`src/verilog/dpll_profile_consts.vh`:
```
`ifndef DPLL_PROFILE_CONSTS_VH
`define DPLL_PROFILE_CONSTS_VH

// Register indices; byte address on the bus is four times the index
`define IDX_VALID_LO 12'h70b
`define IDX_VALID_HI 12'h70c
`define IDX_SPARE 12'h70d
`define IDX_MARGIN 12'h70e
`define IDX_BW_LO 12'h70f
`define IDX_BW_MID 12'h710
`define IDX_BW_TOP 12'h711
`define IDX_RDIV_LO 12'h712
`define IDX_RDIV_MID 12'h713
`define IDX_RDIV_TOP 12'h714
`define IDX_NINT_LO 12'h715
`define IDX_NINT_MID 12'h716
`define IDX_NINT_TOP 12'h717
`define IDX_FRAC_LO 12'h718
`define IDX_FRAC_MID 12'h719
`define IDX_FRAC_TOP 12'h71a
`define IDX_MOD_LO 12'h71b
`define IDX_MOD_MID 12'h71c
`define IDX_MOD_TOP 12'h71d
`define IDX_STATUS 12'h730

// Reset values
`define RST_VALID_LO 8'h0a
`define RST_VALID_HI 8'h00
`define RST_MARGIN 8'h00
`define RST_BW_LO 8'hf4
`define RST_BW_MID 8'h01
`define RST_BW_TOP 8'h00
`define RST_RDIV_LO 8'hc5
`define RST_RDIV_MID 8'h00
`define RST_RDIV_TOP 8'h00
`define RST_NINT_LO 8'h6b
`define RST_NINT_MID 8'h07
`define RST_NINT_TOP 8'h00
`define RST_FRAC_LO 8'h04
`define RST_FRAC_MID 8'h00
`define RST_FRAC_TOP 8'h00
`define RST_MOD_LO 8'h05
`define RST_MOD_MID 8'h00
`define RST_MOD_TOP 8'h00

// Field positions
`define MARGIN_BIT 0
`define BW_TOP_BIT 0
`define RDIV_TOP_MSB 3
`define HALVER_BIT 4
`define NINT_TOP_BIT 0
`define FRAC_TOP_MSB 6
`define STAT_VALID_BIT 0
`define STAT_HALVER_BIT 1

// Timing
`define MS_NS 1000000
`define CLK_PERIOD_NS 50
`define CYCLES_PER_MS (`MS_NS / `CLK_PERIOD_NS)

`endif

```
`src/verilog/dpll_reference_profile_regs.v`:
```
// What this block does
// - Reference valid after validation time elapses, milliseconds
// - Margin select bit picks normal or high filter
// - Loop bandwidth from 17-bit tenth-hertz factor
// - Reference divider divides by value plus one
// - Halver bit inserts reference divide-by-two
// - Feedback integer divides by value plus one
// - Fractional numerator is 23-bit field
// - Fractional denominator from separate 23-bit modulus
`timescale 1ns/100ps
`include "dpll_profile_consts.vh"

module dpll_reference_profile_regs #(
  parameter CYCLES_PER_MS = `CYCLES_PER_MS
) (
  input wire clk,
  input wire sys_rst,
  input wire clk_en,
  input wire [13:0] address,
  input wire read,
  input wire write,
  input wire [31:0] writedata,
  input wire [3:0] byteenable,
  output reg [31:0] readdata,
  output reg waitrequest,
  input wire reference_present,
  input wire first_reference_input,
  input wire feedback_input,
  output reg reference_valid,
  output reg high_margin_filter,
  output reg [16:0] bandwidth_scale_factor,
  output reg [20:0] reference_divide_ratio,
  output reg reference_halver_enable,
  output reg [17:0] feedback_integer_ratio,
  output reg [22:0] feedback_numerator,
  output reg [22:0] feedback_modulus,
  output reg phase_detector_tick,
  output reg feedback_tick
);

  reg [7:0] valid_lo_reg;
  reg [7:0] valid_hi_reg;
  reg margin_reg;
  reg [7:0] bw_lo_reg;
  reg [7:0] bw_mid_reg;
  reg bw_top_reg;
  reg [7:0] rdiv_lo_reg;
  reg [7:0] rdiv_mid_reg;
  reg [3:0] rdiv_top_reg;
  reg halver_reg;
  reg [7:0] nint_lo_reg;
  reg [7:0] nint_mid_reg;
  reg nint_top_reg;
  reg [7:0] frac_lo_reg;
  reg [7:0] frac_mid_reg;
  reg [6:0] frac_top_reg;
  reg [7:0] mod_lo_reg;
  reg [7:0] mod_mid_reg;
  reg [6:0] mod_top_reg;

  // Whole reset bytes as constants; narrow fields take only their own bits,
  // so the reset branch never truncates a byte into a short register
  localparam [7:0] MARGIN_RESET = `RST_MARGIN;
  localparam [7:0] BW_TOP_RESET = `RST_BW_TOP;
  localparam [7:0] RDIV_TOP_RESET = `RST_RDIV_TOP;
  localparam [7:0] NINT_TOP_RESET = `RST_NINT_TOP;
  localparam [7:0] FRAC_TOP_RESET = `RST_FRAC_TOP;
  localparam [7:0] MOD_TOP_RESET = `RST_MOD_TOP;

  wire [11:0] index = address[13:2];
  wire wr_en = byteenable[0] & ~(|address[1:0]);
  wire [7:0] wbyte = writedata[7:0];
  wire accept = (read | write) & waitrequest;

  // Status byte: read-only view of the monitor and the halver
  reg [7:0] status_byte;
  always @* begin
    status_byte = 8'h00;
    status_byte[`STAT_VALID_BIT] = reference_valid;
    status_byte[`STAT_HALVER_BIT] = reference_halver_enable;
  end

  // Byte view of each register; reserved bits and unmapped indices read zero
  function [7:0] reg_byte;
    input [11:0] idx;
    begin
      case (idx)
        `IDX_VALID_LO: reg_byte = valid_lo_reg;
        `IDX_VALID_HI: reg_byte = valid_hi_reg;
        `IDX_MARGIN: reg_byte = {7'h00, margin_reg};
        `IDX_BW_LO: reg_byte = bw_lo_reg;
        `IDX_BW_MID: reg_byte = bw_mid_reg;
        `IDX_BW_TOP: reg_byte = {7'h00, bw_top_reg};
        `IDX_RDIV_LO: reg_byte = rdiv_lo_reg;
        `IDX_RDIV_MID: reg_byte = rdiv_mid_reg;
        `IDX_RDIV_TOP: reg_byte = {3'h0, halver_reg, rdiv_top_reg};
        `IDX_NINT_LO: reg_byte = nint_lo_reg;
        `IDX_NINT_MID: reg_byte = nint_mid_reg;
        `IDX_NINT_TOP: reg_byte = {7'h00, nint_top_reg};
        `IDX_FRAC_LO: reg_byte = frac_lo_reg;
        `IDX_FRAC_MID: reg_byte = frac_mid_reg;
        `IDX_FRAC_TOP: reg_byte = {1'b0, frac_top_reg};
        `IDX_MOD_LO: reg_byte = mod_lo_reg;
        `IDX_MOD_MID: reg_byte = mod_mid_reg;
        `IDX_MOD_TOP: reg_byte = {1'b0, mod_top_reg};
        `IDX_STATUS: reg_byte = status_byte;
        default: reg_byte = 8'h00;
      endcase
    end
  endfunction

  // Bus slave: request taken while waitrequest is high, answered one cycle later
  // With clock enable low the request simply waits, so the master sees a stall
  always @(posedge clk or posedge sys_rst) begin
    if (sys_rst) begin
      waitrequest <= 1'b1;
      readdata <= 32'h00000000;
    end else if (clk_en) begin
      if (accept) begin
        waitrequest <= 1'b0;
        readdata <= read ? {24'h000000, reg_byte(index)} : 32'h00000000;
      end else begin
        waitrequest <= 1'b1;
      end
    end
  end

  always @(posedge clk or posedge sys_rst) begin
    if (sys_rst) begin
      valid_lo_reg <= `RST_VALID_LO;
      valid_hi_reg <= `RST_VALID_HI;
      margin_reg <= MARGIN_RESET[`MARGIN_BIT];
      bw_lo_reg <= `RST_BW_LO;
      bw_mid_reg <= `RST_BW_MID;
      bw_top_reg <= BW_TOP_RESET[`BW_TOP_BIT];
      rdiv_lo_reg <= `RST_RDIV_LO;
      rdiv_mid_reg <= `RST_RDIV_MID;
      rdiv_top_reg <= RDIV_TOP_RESET[`RDIV_TOP_MSB:0];
      halver_reg <= RDIV_TOP_RESET[`HALVER_BIT];
      nint_lo_reg <= `RST_NINT_LO;
      nint_mid_reg <= `RST_NINT_MID;
      nint_top_reg <= NINT_TOP_RESET[`NINT_TOP_BIT];
      frac_lo_reg <= `RST_FRAC_LO;
      frac_mid_reg <= `RST_FRAC_MID;
      frac_top_reg <= FRAC_TOP_RESET[`FRAC_TOP_MSB:0];
      mod_lo_reg <= `RST_MOD_LO;
      mod_mid_reg <= `RST_MOD_MID;
      mod_top_reg <= MOD_TOP_RESET[`FRAC_TOP_MSB:0];
    end else if (clk_en && accept && write && wr_en) begin
      // Spare byte and status have no storage, so writes there vanish
      // Bytes land one at a time; a divider runs on a part-written value meanwhile
      case (index)
        `IDX_VALID_LO: valid_lo_reg <= wbyte;
        `IDX_VALID_HI: valid_hi_reg <= wbyte;
        `IDX_MARGIN: margin_reg <= wbyte[`MARGIN_BIT];
        `IDX_BW_LO: bw_lo_reg <= wbyte;
        `IDX_BW_MID: bw_mid_reg <= wbyte;
        `IDX_BW_TOP: bw_top_reg <= wbyte[`BW_TOP_BIT];
        `IDX_RDIV_LO: rdiv_lo_reg <= wbyte;
        `IDX_RDIV_MID: rdiv_mid_reg <= wbyte;
        `IDX_RDIV_TOP: begin
          rdiv_top_reg <= wbyte[`RDIV_TOP_MSB:0];
          halver_reg <= wbyte[`HALVER_BIT];
        end
        `IDX_NINT_LO: nint_lo_reg <= wbyte;
        `IDX_NINT_MID: nint_mid_reg <= wbyte;
        `IDX_NINT_TOP: nint_top_reg <= wbyte[`NINT_TOP_BIT];
        `IDX_FRAC_LO: frac_lo_reg <= wbyte;
        `IDX_FRAC_MID: frac_mid_reg <= wbyte;
        `IDX_FRAC_TOP: frac_top_reg <= wbyte[`FRAC_TOP_MSB:0];
        `IDX_MOD_LO: mod_lo_reg <= wbyte;
        `IDX_MOD_MID: mod_mid_reg <= wbyte;
        `IDX_MOD_TOP: mod_top_reg <= wbyte[`FRAC_TOP_MSB:0];
        default: valid_lo_reg <= valid_lo_reg;
      endcase
    end
  end

  // Divider ratios are the programmed value plus one
  function [20:0] plus_one;
    input [19:0] value;
    begin
      plus_one = {1'b0, value} + 21'h000001;
    end
  endfunction

  // Assembled fields, lowest address least significant
  wire [15:0] valid_time = {valid_hi_reg, valid_lo_reg};
  wire [19:0] rdiv_value = {rdiv_top_reg, rdiv_mid_reg, rdiv_lo_reg};
  wire [16:0] nint_value = {nint_top_reg, nint_mid_reg, nint_lo_reg};
  wire [22:0] frac_value = {frac_top_reg, frac_mid_reg, frac_lo_reg};
  wire [22:0] mod_value = {mod_top_reg, mod_mid_reg, mod_lo_reg};
  wire [20:0] rdiv_ratio = plus_one(rdiv_value);
  wire [20:0] nint_ratio = plus_one({3'h0, nint_value});

  // Configuration outputs registered so they come straight from flops
  always @(posedge clk or posedge sys_rst) begin
    if (sys_rst) begin
      high_margin_filter <= 1'b0;
      bandwidth_scale_factor <= 17'h00000;
      reference_divide_ratio <= 21'h000001;
      reference_halver_enable <= 1'b0;
      feedback_integer_ratio <= 18'h00001;
      feedback_numerator <= 23'h000000;
      feedback_modulus <= 23'h000000;
    end else if (clk_en) begin
      high_margin_filter <= margin_reg;
      bandwidth_scale_factor <= {bw_top_reg, bw_mid_reg, bw_lo_reg};
      reference_divide_ratio <= rdiv_ratio;
      reference_halver_enable <= halver_reg;
      feedback_integer_ratio <= nint_ratio[17:0];
      feedback_numerator <= frac_value;
      feedback_modulus <= mod_value;
    end
  end

  // Pin synchronisers; the first stage feeds only the second
  reg [1:0] present_sync;
  reg [1:0] ref_sync;
  reg [1:0] fb_sync;
  reg ref_last;
  reg fb_last;
  always @(posedge clk or posedge sys_rst) begin
    if (sys_rst) begin
      present_sync <= 2'b00;
      ref_sync <= 2'b00;
      fb_sync <= 2'b00;
      ref_last <= 1'b0;
      fb_last <= 1'b0;
    end else if (clk_en) begin
      present_sync <= {present_sync[0], reference_present};
      ref_sync <= {ref_sync[0], first_reference_input};
      fb_sync <= {fb_sync[0], feedback_input};
      ref_last <= ref_sync[1];
      fb_last <= fb_sync[1];
    end
  end

  // Rising edge of a synchronised pin against its level one cycle earlier
  function rising;
    input now_level;
    input last_level;
    begin
      rising = now_level & ~last_level;
    end
  endfunction

  wire ref_rise = rising(ref_sync[1], ref_last);
  wire fb_rise = rising(fb_sync[1], fb_last);

  // Validation timer: any dropout restarts the whole wait
  // Once valid, a longer time written later does not clear valid
  reg [31:0] ms_prescale;
  reg [15:0] ms_elapsed;
  wire ms_tick = (ms_prescale == CYCLES_PER_MS - 1);
  always @(posedge clk or posedge sys_rst) begin
    if (sys_rst) begin
      ms_prescale <= 32'h00000000;
      ms_elapsed <= 16'h0000;
      reference_valid <= 1'b0;
    end else if (clk_en) begin
      if (!present_sync[1]) begin
        ms_prescale <= 32'h00000000;
        ms_elapsed <= 16'h0000;
        reference_valid <= 1'b0;
      end else if (ms_elapsed >= valid_time) begin
        reference_valid <= 1'b1;
      end else begin
        ms_prescale <= ms_tick ? 32'h00000000 : ms_prescale + 32'h00000001;
        if (ms_tick) begin
          ms_elapsed <= ms_elapsed + 16'h0001;
        end
      end
    end
  end

  // Reference path: optional halver then divide by value plus one
  // Halver phase clears on each reference edge while bypassed, so enabling it starts a fresh pair
  reg halver_phase;
  reg [19:0] rdiv_count;
  wire ref_edge = ref_rise & (~halver_reg | halver_phase);
  always @(posedge clk or posedge sys_rst) begin
    if (sys_rst) begin
      halver_phase <= 1'b0;
      rdiv_count <= 20'h00000;
      phase_detector_tick <= 1'b0;
    end else if (clk_en) begin
      phase_detector_tick <= 1'b0;
      if (ref_rise) begin
        halver_phase <= ~halver_phase & halver_reg;
      end
      if (ref_edge) begin
        if (rdiv_count >= rdiv_value) begin
          rdiv_count <= 20'h00000;
          phase_detector_tick <= 1'b1;
        end else begin
          rdiv_count <= rdiv_count + 20'h00001;
        end
      end
    end
  end

  // Feedback path: sigma-delta style first-order accumulator stretches
  // one cycle out of N+1 by an extra edge whenever the fraction overflows.
  // A zero modulus disables the fraction to avoid dividing by nothing.
  // A numerator at or above the modulus is outside the contract; the sum then holds or climbs.
  reg [17:0] fb_count;
  reg [23:0] frac_acc;
  reg extra_edge;
  wire [23:0] acc_sum = frac_acc + {1'b0, frac_value};
  wire frac_over = (mod_value != 23'h000000) && (acc_sum >= {1'b0, mod_value});
  wire [17:0] fb_limit = {1'b0, nint_value} + {17'h00000, extra_edge};
  always @(posedge clk or posedge sys_rst) begin
    if (sys_rst) begin
      fb_count <= 18'h00000;
      frac_acc <= 24'h000000;
      extra_edge <= 1'b0;
      feedback_tick <= 1'b0;
    end else if (clk_en) begin
      feedback_tick <= 1'b0;
      if (fb_rise) begin
        if (fb_count >= fb_limit) begin
          fb_count <= 18'h00000;
          feedback_tick <= 1'b1;
          extra_edge <= frac_over;
          if (mod_value == 23'h000000) begin
            frac_acc <= 24'h000000;
          end else if (frac_over) begin
            frac_acc <= acc_sum - {1'b0, mod_value};
          end else begin
            frac_acc <= acc_sum;
          end
        end else begin
          fb_count <= fb_count + 18'h00001;
        end
      end
    end
  end

endmodule // dpll_reference_profile_regs

```
`config.mk`:
```
export PLATFORM = sky130hd
export DESIGN_NAME = dpll_reference_profile_regs
export DESIGN_NICKNAME = d
export VERILOG_FILES = /design/src/verilog/dpll_reference_profile_regs.v
export VERILOG_INCLUDE_DIRS = /design/src /design/src/verilog
export SDC_FILE = /design/constraint.sdc
export NUM_CORES = 1
export LEC_CHECK = 0
export BUFFER_PORTS_ARGS = -buffer_cell sky130_fd_sc_hd__buf_2
export CAP_MARGIN = 25
export CORE_MARGIN = 4
export CORE_UTILIZATION = 40
export DETAILED_ROUTE_END_ITERATION = 7
export PLACE_DENSITY = 0.61
export SYNTH_ARGS = -nofsm -noshare
export SYNTH_HDL_FRONTEND = slang
export SYNTH_SLANG_ARGS = --single-unit
```
`constraint.sdc`:
```
create_clock -name clk -period 16.8 [get_ports clk]
set_clock_uncertainty 0.1 [all_clocks]
set_input_delay 3.36 -clock clk [delete_from_list [all_inputs] [get_ports clk]]
set_output_delay 3.36 -clock clk [all_outputs]
set_load 0.01 [all_outputs]
```
# ---- Word-level counts from Yosys, hierarchy flattened
# Index checks and enable logic that the tools add are counted.
dict set report word_totals {
  in_bits 58
  out_inout_bits 140
  regBits 378
  word_cells 144
}
dict set report op_classes {
  n_lt_le_gt_ge 4
  n_addsub 9
  n_eq_ne 23
  mux 19
  bitwise_logic 13
  reduce_logical 33
}
# op count
set op_table {}
lappend op_table {{equality test 12 x 11 -> 1 bit, second input constant} 19}
lappend op_table {{case mux 8 bit (19 select lines)} 1}
lappend op_table {{two-way mux 32 bit} 3}
lappend op_table {{two-way mux 16 bit} 3}
lappend op_table {{two-way mux 24 bit} 2}
lappend op_table {{AND reduction 2 bit} 24}
lappend op_table {{adder 32 x 1 -> 32 bit, second input constant} 1}
lappend op_table {{equality test 32 x 15 -> 1 bit, second input constant} 1}
lappend op_table {{adder 24 x 23 -> 24 bit} 1}
lappend op_table {{greater-or-equal comparator 24 x 23 -> 1 bit} 1}
lappend op_table {{subtractor 24 x 23 -> 24 bit} 1}
lappend op_table {{logical NOT 23 bit} 1}
lappend op_table {{nonzero test 23 bit} 1}
lappend op_table {{adder 20 x 1 -> 21 bit, second input constant} 1}
lappend op_table {{adder 20 x 1 -> 20 bit, second input constant} 1}
lappend op_table {{greater-or-equal comparator 20 bit} 1}
lappend op_table {{two-way mux 20 bit} 1}
lappend op_table {{adder 17 x 1 -> 18 bit} 1}
lappend op_table {{adder 17 x 1 -> 18 bit, second input constant} 1}
lappend op_table {{adder 18 x 1 -> 18 bit, second input constant} 1}
lappend op_table {{greater-or-equal comparator 18 bit} 1}
lappend op_table {{two-way mux 18 bit} 1}
lappend op_table {{adder 16 x 1 -> 16 bit, second input constant} 1}
lappend op_table {{greater-or-equal comparator 16 bit} 1}
lappend op_table {{10 further kinds} 31}

# ---- Depth between registers and ports, before layout
# Gate-level depths: netlist of run 1.
dict set report logic_depth {
  ltp_word 6
  depth_mapped 19
  ltp_nobuf 17
}

# ---- Worst setup path after synthesis of run 1
# Ideal clock, no wire load.
dict set report synth_timing {
  kind {input-to-reg}
  startpoint {input port address[7]}
  endpoint {register bw_mid_reg[1]}
  arrival_ns 5.324
  required_time_ns 16.575
  setup_time_ns 0.125
  cell_stages 6
  n_path_buf 1
  path_slack_ns 11.251
  cell_sequence {or4b_1 -> or3_1 -> clkbuf_1 -> nor2_1 -> nand2_1 -> mux2_2}
}
dict set report synth_between {
  elab_chain_cells 2
}
# item line
set synth_rtl {}
lappend synth_rtl {{start: declaration} dpll_reference_profile_regs.v:19} ;# input wire [13:0] address,
lappend synth_rtl {{equality test 12 x 11 -> 1 bit} dpll_reference_profile_regs.v:152} ;# case (index)
lappend synth_rtl {{AND reduction 2 bit (no line)} -}
lappend synth_rtl {{end signal: assignment} dpll_reference_profile_regs.v:134} ;# bw_mid_reg <= `RST_BW_MID;
lappend synth_rtl {{end signal: assignment} dpll_reference_profile_regs.v:157} ;# `IDX_BW_MID: bw_mid_reg <= wbyte;
lappend synth_rtl {{end: declaration} dpll_reference_profile_regs.v:45} ;# reg [7:0] bw_mid_reg;
# No other way between the ends.
# A chain may end at the register's enable or synchronous reset.

# ---- Worst setup path in the final report of run 1
dict set report layout_timing {
  startpoint {input port clk_en}
  endpoint {register frac_acc[3]}
}
dict set report layout_between {
  elab_chain_cells 1
}
# item line
set layout_rtl {}
lappend layout_rtl {{start: declaration} dpll_reference_profile_regs.v:18} ;# input wire clk_en,
lappend layout_rtl {{AND reduction 3 bit (no line)} -}
lappend layout_rtl {{end signal: assignment} dpll_reference_profile_regs.v:329} ;# frac_acc <= acc_sum - {1'b0, mod_value};
lappend layout_rtl {{end signal: assignment} dpll_reference_profile_regs.v:331} ;# frac_acc <= acc_sum;
lappend layout_rtl {{end: declaration} dpll_reference_profile_regs.v:308} ;# reg [23:0] frac_acc;
# No other way between the ends.

==> summary.txt, run 1 <==
Clock tree
  • Clock Latency Late Sink: 0.58 ns
  • Longest Clk Path Bufs: 3
  • CTS tree: yes
  • Clk slew on worst S/H paths: 0.06 ns
  • CTS Sinks: 354
  • Post-CTS sizing: 0
  • Postcts setup bufs: 0
  • Root Driver: clkbuf_16
  • Inserted Clock Buffers: 40
  • H-Tree Depth: 2
  • Hold buffers post-CTS: 0

Logic synthesis
  • Area contributors post-synth: dfrtp_1, mux2_2, ha_1
  • Async set-reset flop share out of synthesis: 100%
  • Synth top area share: 40.0%
  • Sequential area share after synthesis: 43.3%
  • Yosys warning total: 0
  • Synth cell types: 83
  • Number of flops mapped to enable cells by yosys: 0
  • Avg Cell Area, Syn: 9.86 µm²
  • Post-Syn Area: 20500 µm²
  • Yosys reg bits: 354
  • Ys flop type: dfrtp_1
  • Syn Inst Count: 2083
  • Synth area leader: dfrtp_1

Pwr
  • Leak: 10.9 nW
  • Tot Pwr: 0.00240 W
  • Max IR drop VDD: 0.0698 mV
  • Pwr dens: 103 nW/µm²

Place
  • Routability cong.: 0.925
  • Dpl hpwl: 44400 µm
  • Port Buf Inserts: 146

Critical path
  • Startpoint types: input port
  • Crit-path max cell delay: 0.63 ns
  • Reg2Reg Setup Slack: 10.77 ns
  • Worst path cell trace: buf_6 -> inv_1 -> buf_4 -> nor3b_2 -> nand3_1 -> a21o_1 -> nand2_1 -> nand2_1 -> o21ai_0
  • Worst Path Arrival: 6.43 ns
  • Reg2Reg Depth: 17
  • Worst EP required: 17.18 ns
  • Most frequent CP cell: nand2_1
  • Element type at the critical path end: flop
  • Critical path's slowest cell: nand2_1
  • Crit path kind: input port to flop
  • Critical Path Fanout Max: 46
  • Crit Reg-Reg Endpoint: frac_acc[3]$_DFFE_PP0P_
  • Worst reg2reg path startpoint: frac_mid_reg[1]$_DFFE_PP0P_

Route
  • TritonRoute pass-1 iters: 6
  • DR iter-0 viols: 1511
  • Post-DR vias/cell: 5.74
  • Final ANT Viol Nets: 0
  • DRC: 0
  • Drt total wl: 60900 µm
  • DR WL/cell: 21.0 µm
  • Total number of vias: 16.6k

STA
  • Setup_tns: 0 ns
  • Slew HR: 27.4%
  • Slew Viols, Final: 0
  • Final Critical Period: 6.04 ns
  • Period utilisation layout: 36.0%
  • Slew at the pin closest to its max-slew limit: 1.08 ns
  • Fmax: 166 MHz
  • Final Hold Vio Count: 0
  • Unrepaired setup endpoints after global routing: no
  • Setup Viol. Count Final: 0
  • Fin Hold WS: 0.382 ns

Floorplanning
  • DIE AREA: 55000 µm²
  • Die W: 235 µm
  • Row count: 82
  • Die height: 235 µm
  • Initial core utilization: 40.7%
  • Core Area: 50500 µm²
  • IO Pins: 198

Hold path
  • Hold EP: frac_acc[18]$_DFFE_PP0P_
  • Worst Hold Launch: frac_acc[18]$_DFFE_PP0P_
  • Hold depth: 2
  • Hold Path Class: flop to flop

Run
  • Max Cap Violations: 0

Global route
  • Initial antenna violation count: 3
  • Largest net degree at the start of global routing: 165
  • Grt ovf: 0
  • First-pass GRT wire length: 95500 µm
  • Tot GR Track Use: 21.6%
  • Vias in the first global route: 16.3k

Layout
  • Top flop regs: ms_prescale x32, frac_acc x24
  • Largest register FFs: 32
  • Largest Register: ms_prescale
  • Fillers: 4766
  • Nets: 2363
  • Layout area overhead: 13.3%
  • Share of cells above drive strength 1: 20.1%

Run status
  • Status: complete, no violations
## cells in the mapped netlist, drive strengths merged, types with 8 or more instances
library cell / n
nand3: 66
nand2b: 20
nand2: 167
a22o: 18
o21a: 10
clkbuf: 72
buf: 41
a221oi: 13
a21o: 31
ha: 108
mux2: 166
and2: 18
or2: 11
inv: 97
xor2: 56
a22oi: 28
nand4: 44
nor4: 26
or3: 23
xnor2: 62
a211oi: 8
and4: 8
mux2i: 22
o31ai: 21
nor2b: 13
o21ai: 123
dfrtp: 328
nor3: 27
a21oi: 114
o211ai: 12
and3: 30
nor2: 164
dfstp: 26
o2111ai: 13
a31oi: 11
## critical path: cells and delay by family
family | cells | cell delay [ns]
buf+inv | 3 | 0.61
simple gates | 4 | 1.89
compound gates | 2 | 0.54
## stage by stage
step	area (µm²)	worst slack (ns)	instances	utilization (%)
3_5_place_dp	21800	10.14	2824	43.2
3_3_place_gp	21800	10.18	2821	43.1
6_report	23300	10.76	2901	46.1
4_1_cts	23200	10.76	2898	46.0
5_1_grt	23300	10.32	2899	46.1
2_1_floorplan	20600	3.56	2106	-
## where the power goes
part,switching (W),leakage (nW),internal [W]
clock,0.000374,0.688,0.000561
sequential,0.0000361,4.51,0.000895
combinational,0.000323,5.72,0.000211
## logic make-up after synthesis
family	count (synthesis)	synth area share, %
simple gates	643	15.6
compound gates	459	14.8
flops	354	43.3
buf+inv	210	4.38
mux	188	10.2
xor+xnor	118	5.03
fa+ha+maj	110	6.77
other cells	1	0.0183
## cell type report
| cell class | instances | area, µm² | area share (%) |
|---|---|---|---|
| sequential | 354 | 8890 | 38.2 |
| inverter | 97 | 372 | 1.60 |
| antenna | 2 | 5.00 | 0.0215 |
| timing repair buffer | 160 | 898 | 3.86 |
| clock inverter | 16 | 251 | 1.08 |
| tap | 672 | 841 | 3.61 |
| multi-input combinational | 1542 | 10800 | 46.6 |
| clock buffer | 58 | 1160 | 4.99 |
## worst max path at each step
stage / startpoint / slack [ns] / to
5_1_grt: clk_en / 10.32 / frac_acc[14]$_DFFE_PP0P_
2_1_floorplan: sys_rst / 3.56 / bandwidth_scale_factor[0]$_DFFE_PP0P_
6_report: clk_en / 10.76 / frac_acc[3]$_DFFE_PP0P_
3_3_place_gp: clk_en / 10.18 / frac_acc[4]$_DFFE_PP0P_
3_5_place_dp: clk_en / 10.14 / frac_acc[11]$_DFFE_PP0P_
4_1_cts: clk_en / 10.76 / frac_acc[7]$_DFFE_PP0P_
## cells in the final DEF, fill, tap and decap left out, types with 12 or more instances in the layout
| cell | n |
|---|---|
| o31ai_1 | 21 |
| o211ai_1 | 12 |
| nor2_1 | 160 |
| a221oi_1 | 13 |
| nor2b_1 | 13 |
| or3_1 | 22 |
| buf_2 | 145 |
| xnor2_1 | 62 |
| nand3_1 | 66 |
| inv_1 | 96 |
| a21o_1 | 31 |
| ha_1 | 108 |
| and3_1 | 30 |
| a22oi_1 | 28 |
| a21oi_1 | 113 |
| nor3_1 | 25 |
| dfstp_2 | 26 |
| dfrtp_1 | 328 |
| a22o_1 | 18 |
| mux2_2 | 166 |
| nand4_1 | 44 |
| mux2i_1 | 22 |
| xor2_1 | 56 |
| nand2_1 | 167 |
| and2_1 | 15 |
| o2111ai_1 | 13 |
| o21ai_0 | 118 |
| conb_1 | 24 |
| nand2b_1 | 20 |
| clkbuf_16 | 41 |
| nor4_1 | 25 |
## layer usage
| metal | vias up | global-route usage, % | part of all wire, % |
|---|---|---|---|
| met5 | - | 0 | 0.020 |
| met4 | 2 | 8.29 | 4.4 |
| met3 | 149 | 4.51 | 7.4 |
| met2 | 612 | 32.9 | 44 |
| met1 | 8144 | 30.3 | 44 |
| li1 | 7738 | - | - |
No activity file was read; power rests on OpenSTA's default activity.
==> inputs of run 2 (changes only) <==
--- a/config.mk
+++ b/config.mk
@@ -6,12 +6,13 @@
 export SDC_FILE = /design/constraint.sdc
 export NUM_CORES = 1
 export LEC_CHECK = 0
+export ABC_AREA = 1
 export BUFFER_PORTS_ARGS = -buffer_cell sky130_fd_sc_hd__buf_2
 export CAP_MARGIN = 25
 export CORE_MARGIN = 4
 export CORE_UTILIZATION = 40
 export DETAILED_ROUTE_END_ITERATION = 7
-export PLACE_DENSITY = 0.61
+export PLACE_DENSITY = 0.6
 export SYNTH_ARGS = -nofsm -noshare
 export SYNTH_HDL_FRONTEND = slang
 export SYNTH_SLANG_ARGS = --single-unit
==> constraint.sdc (replaced) <==
create_clock -name clk -period 5.9 [get_ports clk]
set_clock_uncertainty 0.1 [all_clocks]
set_input_delay 1.18 -clock clk [delete_from_list [all_inputs] [get_ports clk]]
set_output_delay 1.18 -clock clk [all_outputs]
set_load 0.01 [all_outputs]
==> run 2 against run 1 <==
  * Flip-flop and latch count stayed put
  * First-iteration DRC count is 0.60% lower
  * Sequential share of layout area is 1.6 points lower
  * Via count is 17% higher
  * Die area is 4.7% higher
  * Sequential power grew to 2.7 times the previous value
  * Cell count is 27% higher
  * Hold slack worse by 0.019 ns
  * Clock power grew to 3.0 times the previous value
  * Highest routed layer unchanged
==> summary.txt, run 2 <==
Logic synthesis
  • Synth area leader: dfrtp_1
  • Yosys warning total: 0 (unchanged)
  • Syn Inst Count: 2859 (+37%)
  • Post-Syn Area: 21500 µm² (+4.8%)
  • Avg Cell Area, Syn: 7.53 µm² (-24%)
  • Synth cell types: 60 (-28%)
  • Top cells by count, synth: nand2_1, dfrtp_1, inv_1
  • Yosys reg bits: 354 (unchanged)
  • Ys flop type: dfrtp_1
  • Sequential area share after synthesis: 41.3% (-2.0 points)
  • Number of flops mapped to enable cells by yosys: 0 (unchanged)
  • Dominant cell by count in the synthesized netlist: nand2_1
  • Synth top area share: 38.1% (-1.8 points)
  • Async set-reset flop share out of synthesis: 100% (unchanged)
  • Area contributors post-synth: dfrtp_1, nand2_1, ha_1

Floorplanning
  • Core Area: 53000 µm² (+4.9%)
  • Die height: 240 µm (+2.3%)
  • Row count: 84 (+2.4%)
  • DIE AREA: 57600 µm² (+4.7%)
  • Initial core utilization: 40.7% (-0.042 points)
  • IO Pins: 198 (unchanged)
  • Die W: 240 µm (+2.3%)

Route
  • Total number of vias: 19.4k (+17%)
  • DRC: 0 (unchanged)
  • Final ANT Viol Nets: 0 (unchanged)
  • Drt total wl: 68100 µm (+12%)
  • DR iter-0 viols: 1502 (-0.60%)
  • TritonRoute pass-1 iters: 5 (-1)
  • DR WL/cell: 18.4 µm (-12%)
  • Post-DR vias/cell: 5.26 (-8.4%)

STA
  • Final Critical Period: 4.60 ns
  • Final Hold Vio Count: 0 (unchanged)
  • Slew at the pin closest to its max-slew limit: 0.996 ns (-0.0825 ns)
  • Fmax: 217 MHz
  • Setup Viol. Count Final: 0 (unchanged)
  • Slew HR: 33.5% (+6.1 points)
  • Period utilisation layout: 78.0%
  • Unrepaired setup endpoints after global routing: no
  • Slew Viols, Final: 0 (unchanged)

Place
  • Port Buf Inserts: 146 (unchanged)
  • Dpl hpwl: 51300 µm (+15%)
  • Cells after DPL: 3615 (+28%)
  • Routability cong.: 0.941 (+1.8%)

Pwr
  • Sw Ratio: 24.5% (-6.1 points)
  • Logic pwr share: 5.8% (-17 points)
  • Reg power frac: 44.6% (+5.8 points)
  • Tot Pwr: 0.00560 W (+130%)
  • Max IR drop VDD: 0.186 mV (+170%)
  • Leak: 11.8 nW (+7.9%)
  • Switching Power: 0.00137 W (+87%)
  • Pwr dens: 231 nW/µm² (+120%)
  • Share of power burned in the clock network: 49.6% (+11 points)
  • Int Power: 0.00423 W (+150%)

Clock tree
  • H-Tree Depth: 2 (unchanged)
  • Postcts setup bufs: 0 (unchanged)
  • Inserted Clock Buffers: 43 (+7.5%)
  • Hold buffers post-CTS: 0 (unchanged)
  • CTS tree: yes
  • Post-CTS sizing: 0 (unchanged)
  • Longest Clk Path Bufs: 3 (unchanged)
  • Root Driver: clkbuf_16
  • Clock Latency Late Sink: 0.58 ns (about the same)
  • Clk slew on worst S/H paths: 0.06 ns (about the same)
  • CTS Sinks: 354 (unchanged)

Global route
  • Largest net degree at the start of global routing: 131 (-21%)
  • First-pass GRT wire length: 106000 µm (+11%)
  • Grt ovf: 0 (unchanged)
  • Vias in the first global route: 18.5k (+13%)
  • Tot GR Track Use: 23.4% (+1.8 points)
  • Initial antenna violation count: 2 (-1)

Layout
  • Most frequent cells in the layout: nand2_1, dfrtp_1, inv_1
  • Fillers: 5418 (+14%)
  • Most common cell after layout, fill and taps aside: nand2_1
  • Non-filler instance count after layout: 3697 (+27%)
  • Layout area overhead: 12.6%
  • Seq. cell area: 8890 µm² (unchanged)
  • Largest Register: ms_prescale
  • Share of cells above drive strength 1: 10.1% (-9.9 points)
  • Nets: 3141 (+33%)
  • Area of the multi-input gates: 11000 µm² (+1.1%)
  • Largest register FFs: 32 (unchanged)
  • Top flop regs: ms_prescale x32, frac_acc x24

Critical path
  • Worst EP required: 6.30 ns (-10.88 ns)
  • Crit Reg-Reg Endpoint: frac_acc[22]$_DFFE_PP0P_
  • Worst setup endpoint: frac_acc[22]$_DFFE_PP0P_
  • Crit path kind: flop to flop
  • Element type at the critical path end: flop
  • Reg2Reg Depth: 27 (+10)
  • Worst reg2reg path startpoint: frac_lo_reg[0]$_DFFE_PP0P_
  • Critical Path Fanout Max: 28 (-39%)
  • Startpoint types: flop
  • Worst Path Arrival: 5.01 ns (-1.42 ns)
  • Reg2Reg Setup Slack: 1.30 ns (-9.47 ns)
  • Crit path launch: frac_lo_reg[0]$_DFFE_PP0P_

Run
  • Max Cap Violations: 0 (unchanged)

Run status
  • Status: complete, no violations

Hold path
  • Hold Path Class: flop to flop
## run 2: cell count changes after synthesis, sizes merged, moves of 23 or more
cell   before  now
a21o       31    4
a22oi      28    0
and3       30    0
inv        97  308
mux2      166    1
nand2     167  854
nand3      66  142
nor2      164  242
nor3       27   58
o21ai     123  261
or3        23    0
xnor2      62   21
xor2       56   89
## run 2: layer usage
| layer | up-vias | wire length, µm | global-route usage [%] |
|---|---|---|---|
| met5 | - | 23 | 0 |
| met4 | 4 | 2320 | 8.11 |
| met3 | 134 | 3130 | 2.76 |
| met2 | 508 | 31800 | 38.4 |
| met1 | 9247 | 30800 | 32.1 |
| li1 | 9541 | - | - |
## run 2: cell type report
type                       instances  share of cell area, %
clock inverter                    14                  0.784
tap                              688                   3.55
inverter                         310                   4.82
sequential                       354                   36.7
multi-input combinational       2105                   45.2
antenna                            1                 0.0103
clock buffer                      66                   5.33
timing repair buffer             159                   3.60
## run 2: kinds of logic after synthesis
family | after synthesis | synth area share [%]
adders and majority gates | 110 | 6.46
other | 1 | 0.0174
muxes | 1 | 0.0523
buffers and inverters | 423 | 8.17
DFF | 354 | 41.3
AOI/OAI and AO/OA | 436 | 11.1
xor gates and xnor gates | 110 | 4.47
and+or+nand+nor | 1424 | 28.4
## run 2: how the worst min path moves through the flow
stage          slack, ns                                     end                                   start  depth (start not counted)
3_3_place_gp        0.35         feedback_modulus[0]$_DFFE_PP0P_         feedback_modulus[0]$_DFFE_PP0P_                          2
4_1_cts             0.37   bandwidth_scale_factor[7]$_DFFE_PP0P_   bandwidth_scale_factor[7]$_DFFE_PP0P_                          2
5_1_grt             0.39  bandwidth_scale_factor[16]$_DFFE_PP0P_  bandwidth_scale_factor[16]$_DFFE_PP0P_                          2
2_1_floorplan       0.34                  fb_sync[0]$_DFFE_PP0P_                  fb_sync[0]$_DFFE_PP0P_                          2
3_5_place_dp        0.36   bandwidth_scale_factor[7]$_DFFE_PP0P_   bandwidth_scale_factor[7]$_DFFE_PP0P_                          2
6_report            0.36   bandwidth_scale_factor[7]$_DFFE_PP0P_   bandwidth_scale_factor[7]$_DFFE_PP0P_                          2
## run 2: critical path, stage by stage, from the launching register on
cell,delay (ns)
dfrtp_1,0.40
ha_1,0.24
fa_1,0.41
nand2_1,0.08
nand2_1,0.06
o21ai_0,0.18
o21ai_0,0.28
nand2_1,0.13
nand2_1,0.08
nand2_1,0.08
nand2_1,0.06
xor2_1,0.25
inv_1,0.09
ha_1,0.36
nand2_1,0.13
inv_1,0.11
nand2_1,0.06
nor2_1,0.14
nand3_1,0.10
nand4_1,0.13
nand2_1,0.06
nand2_1,0.05
nand2_1,0.10
nand2_4,0.27
nand2_4,0.24
nand2_1,0.11
nand3_1,0.07
nand2_1,0.12
## run 2: power groups by stage
stage	Sequential, W	Clock, W	Combinational, W
floorplan	0.00253	0	0.000241
CTS	0.00250	0.00285	0.000329
global route	0.00250	0.00294	0.000373
finish	0.00250	0.00278	0.000326
global placement	0.00254	0	0.000320
detailed placement	0.00254	0	0.000328
## run 2: metrics by stage
step / setup WS, ns / area, µm² / util [%] / hold WS [ns] / TNS [ns]
after floorplan: -0.101 / 21600 / - / 0.342 / -33.17
after global placement: 1.33 / 22700 / 42.9 / 0.350 / 0
after detailed placement: 1.33 / 22700 / 42.9 / 0.356 / 0
after CTS: 1.30 / 24200 / 45.7 / 0.370 / 0
after global routing: 0.810 / 24200 / 45.8 / 0.389 / 0
final: 1.30 / 24300 / 45.8 / 0.363 / 0
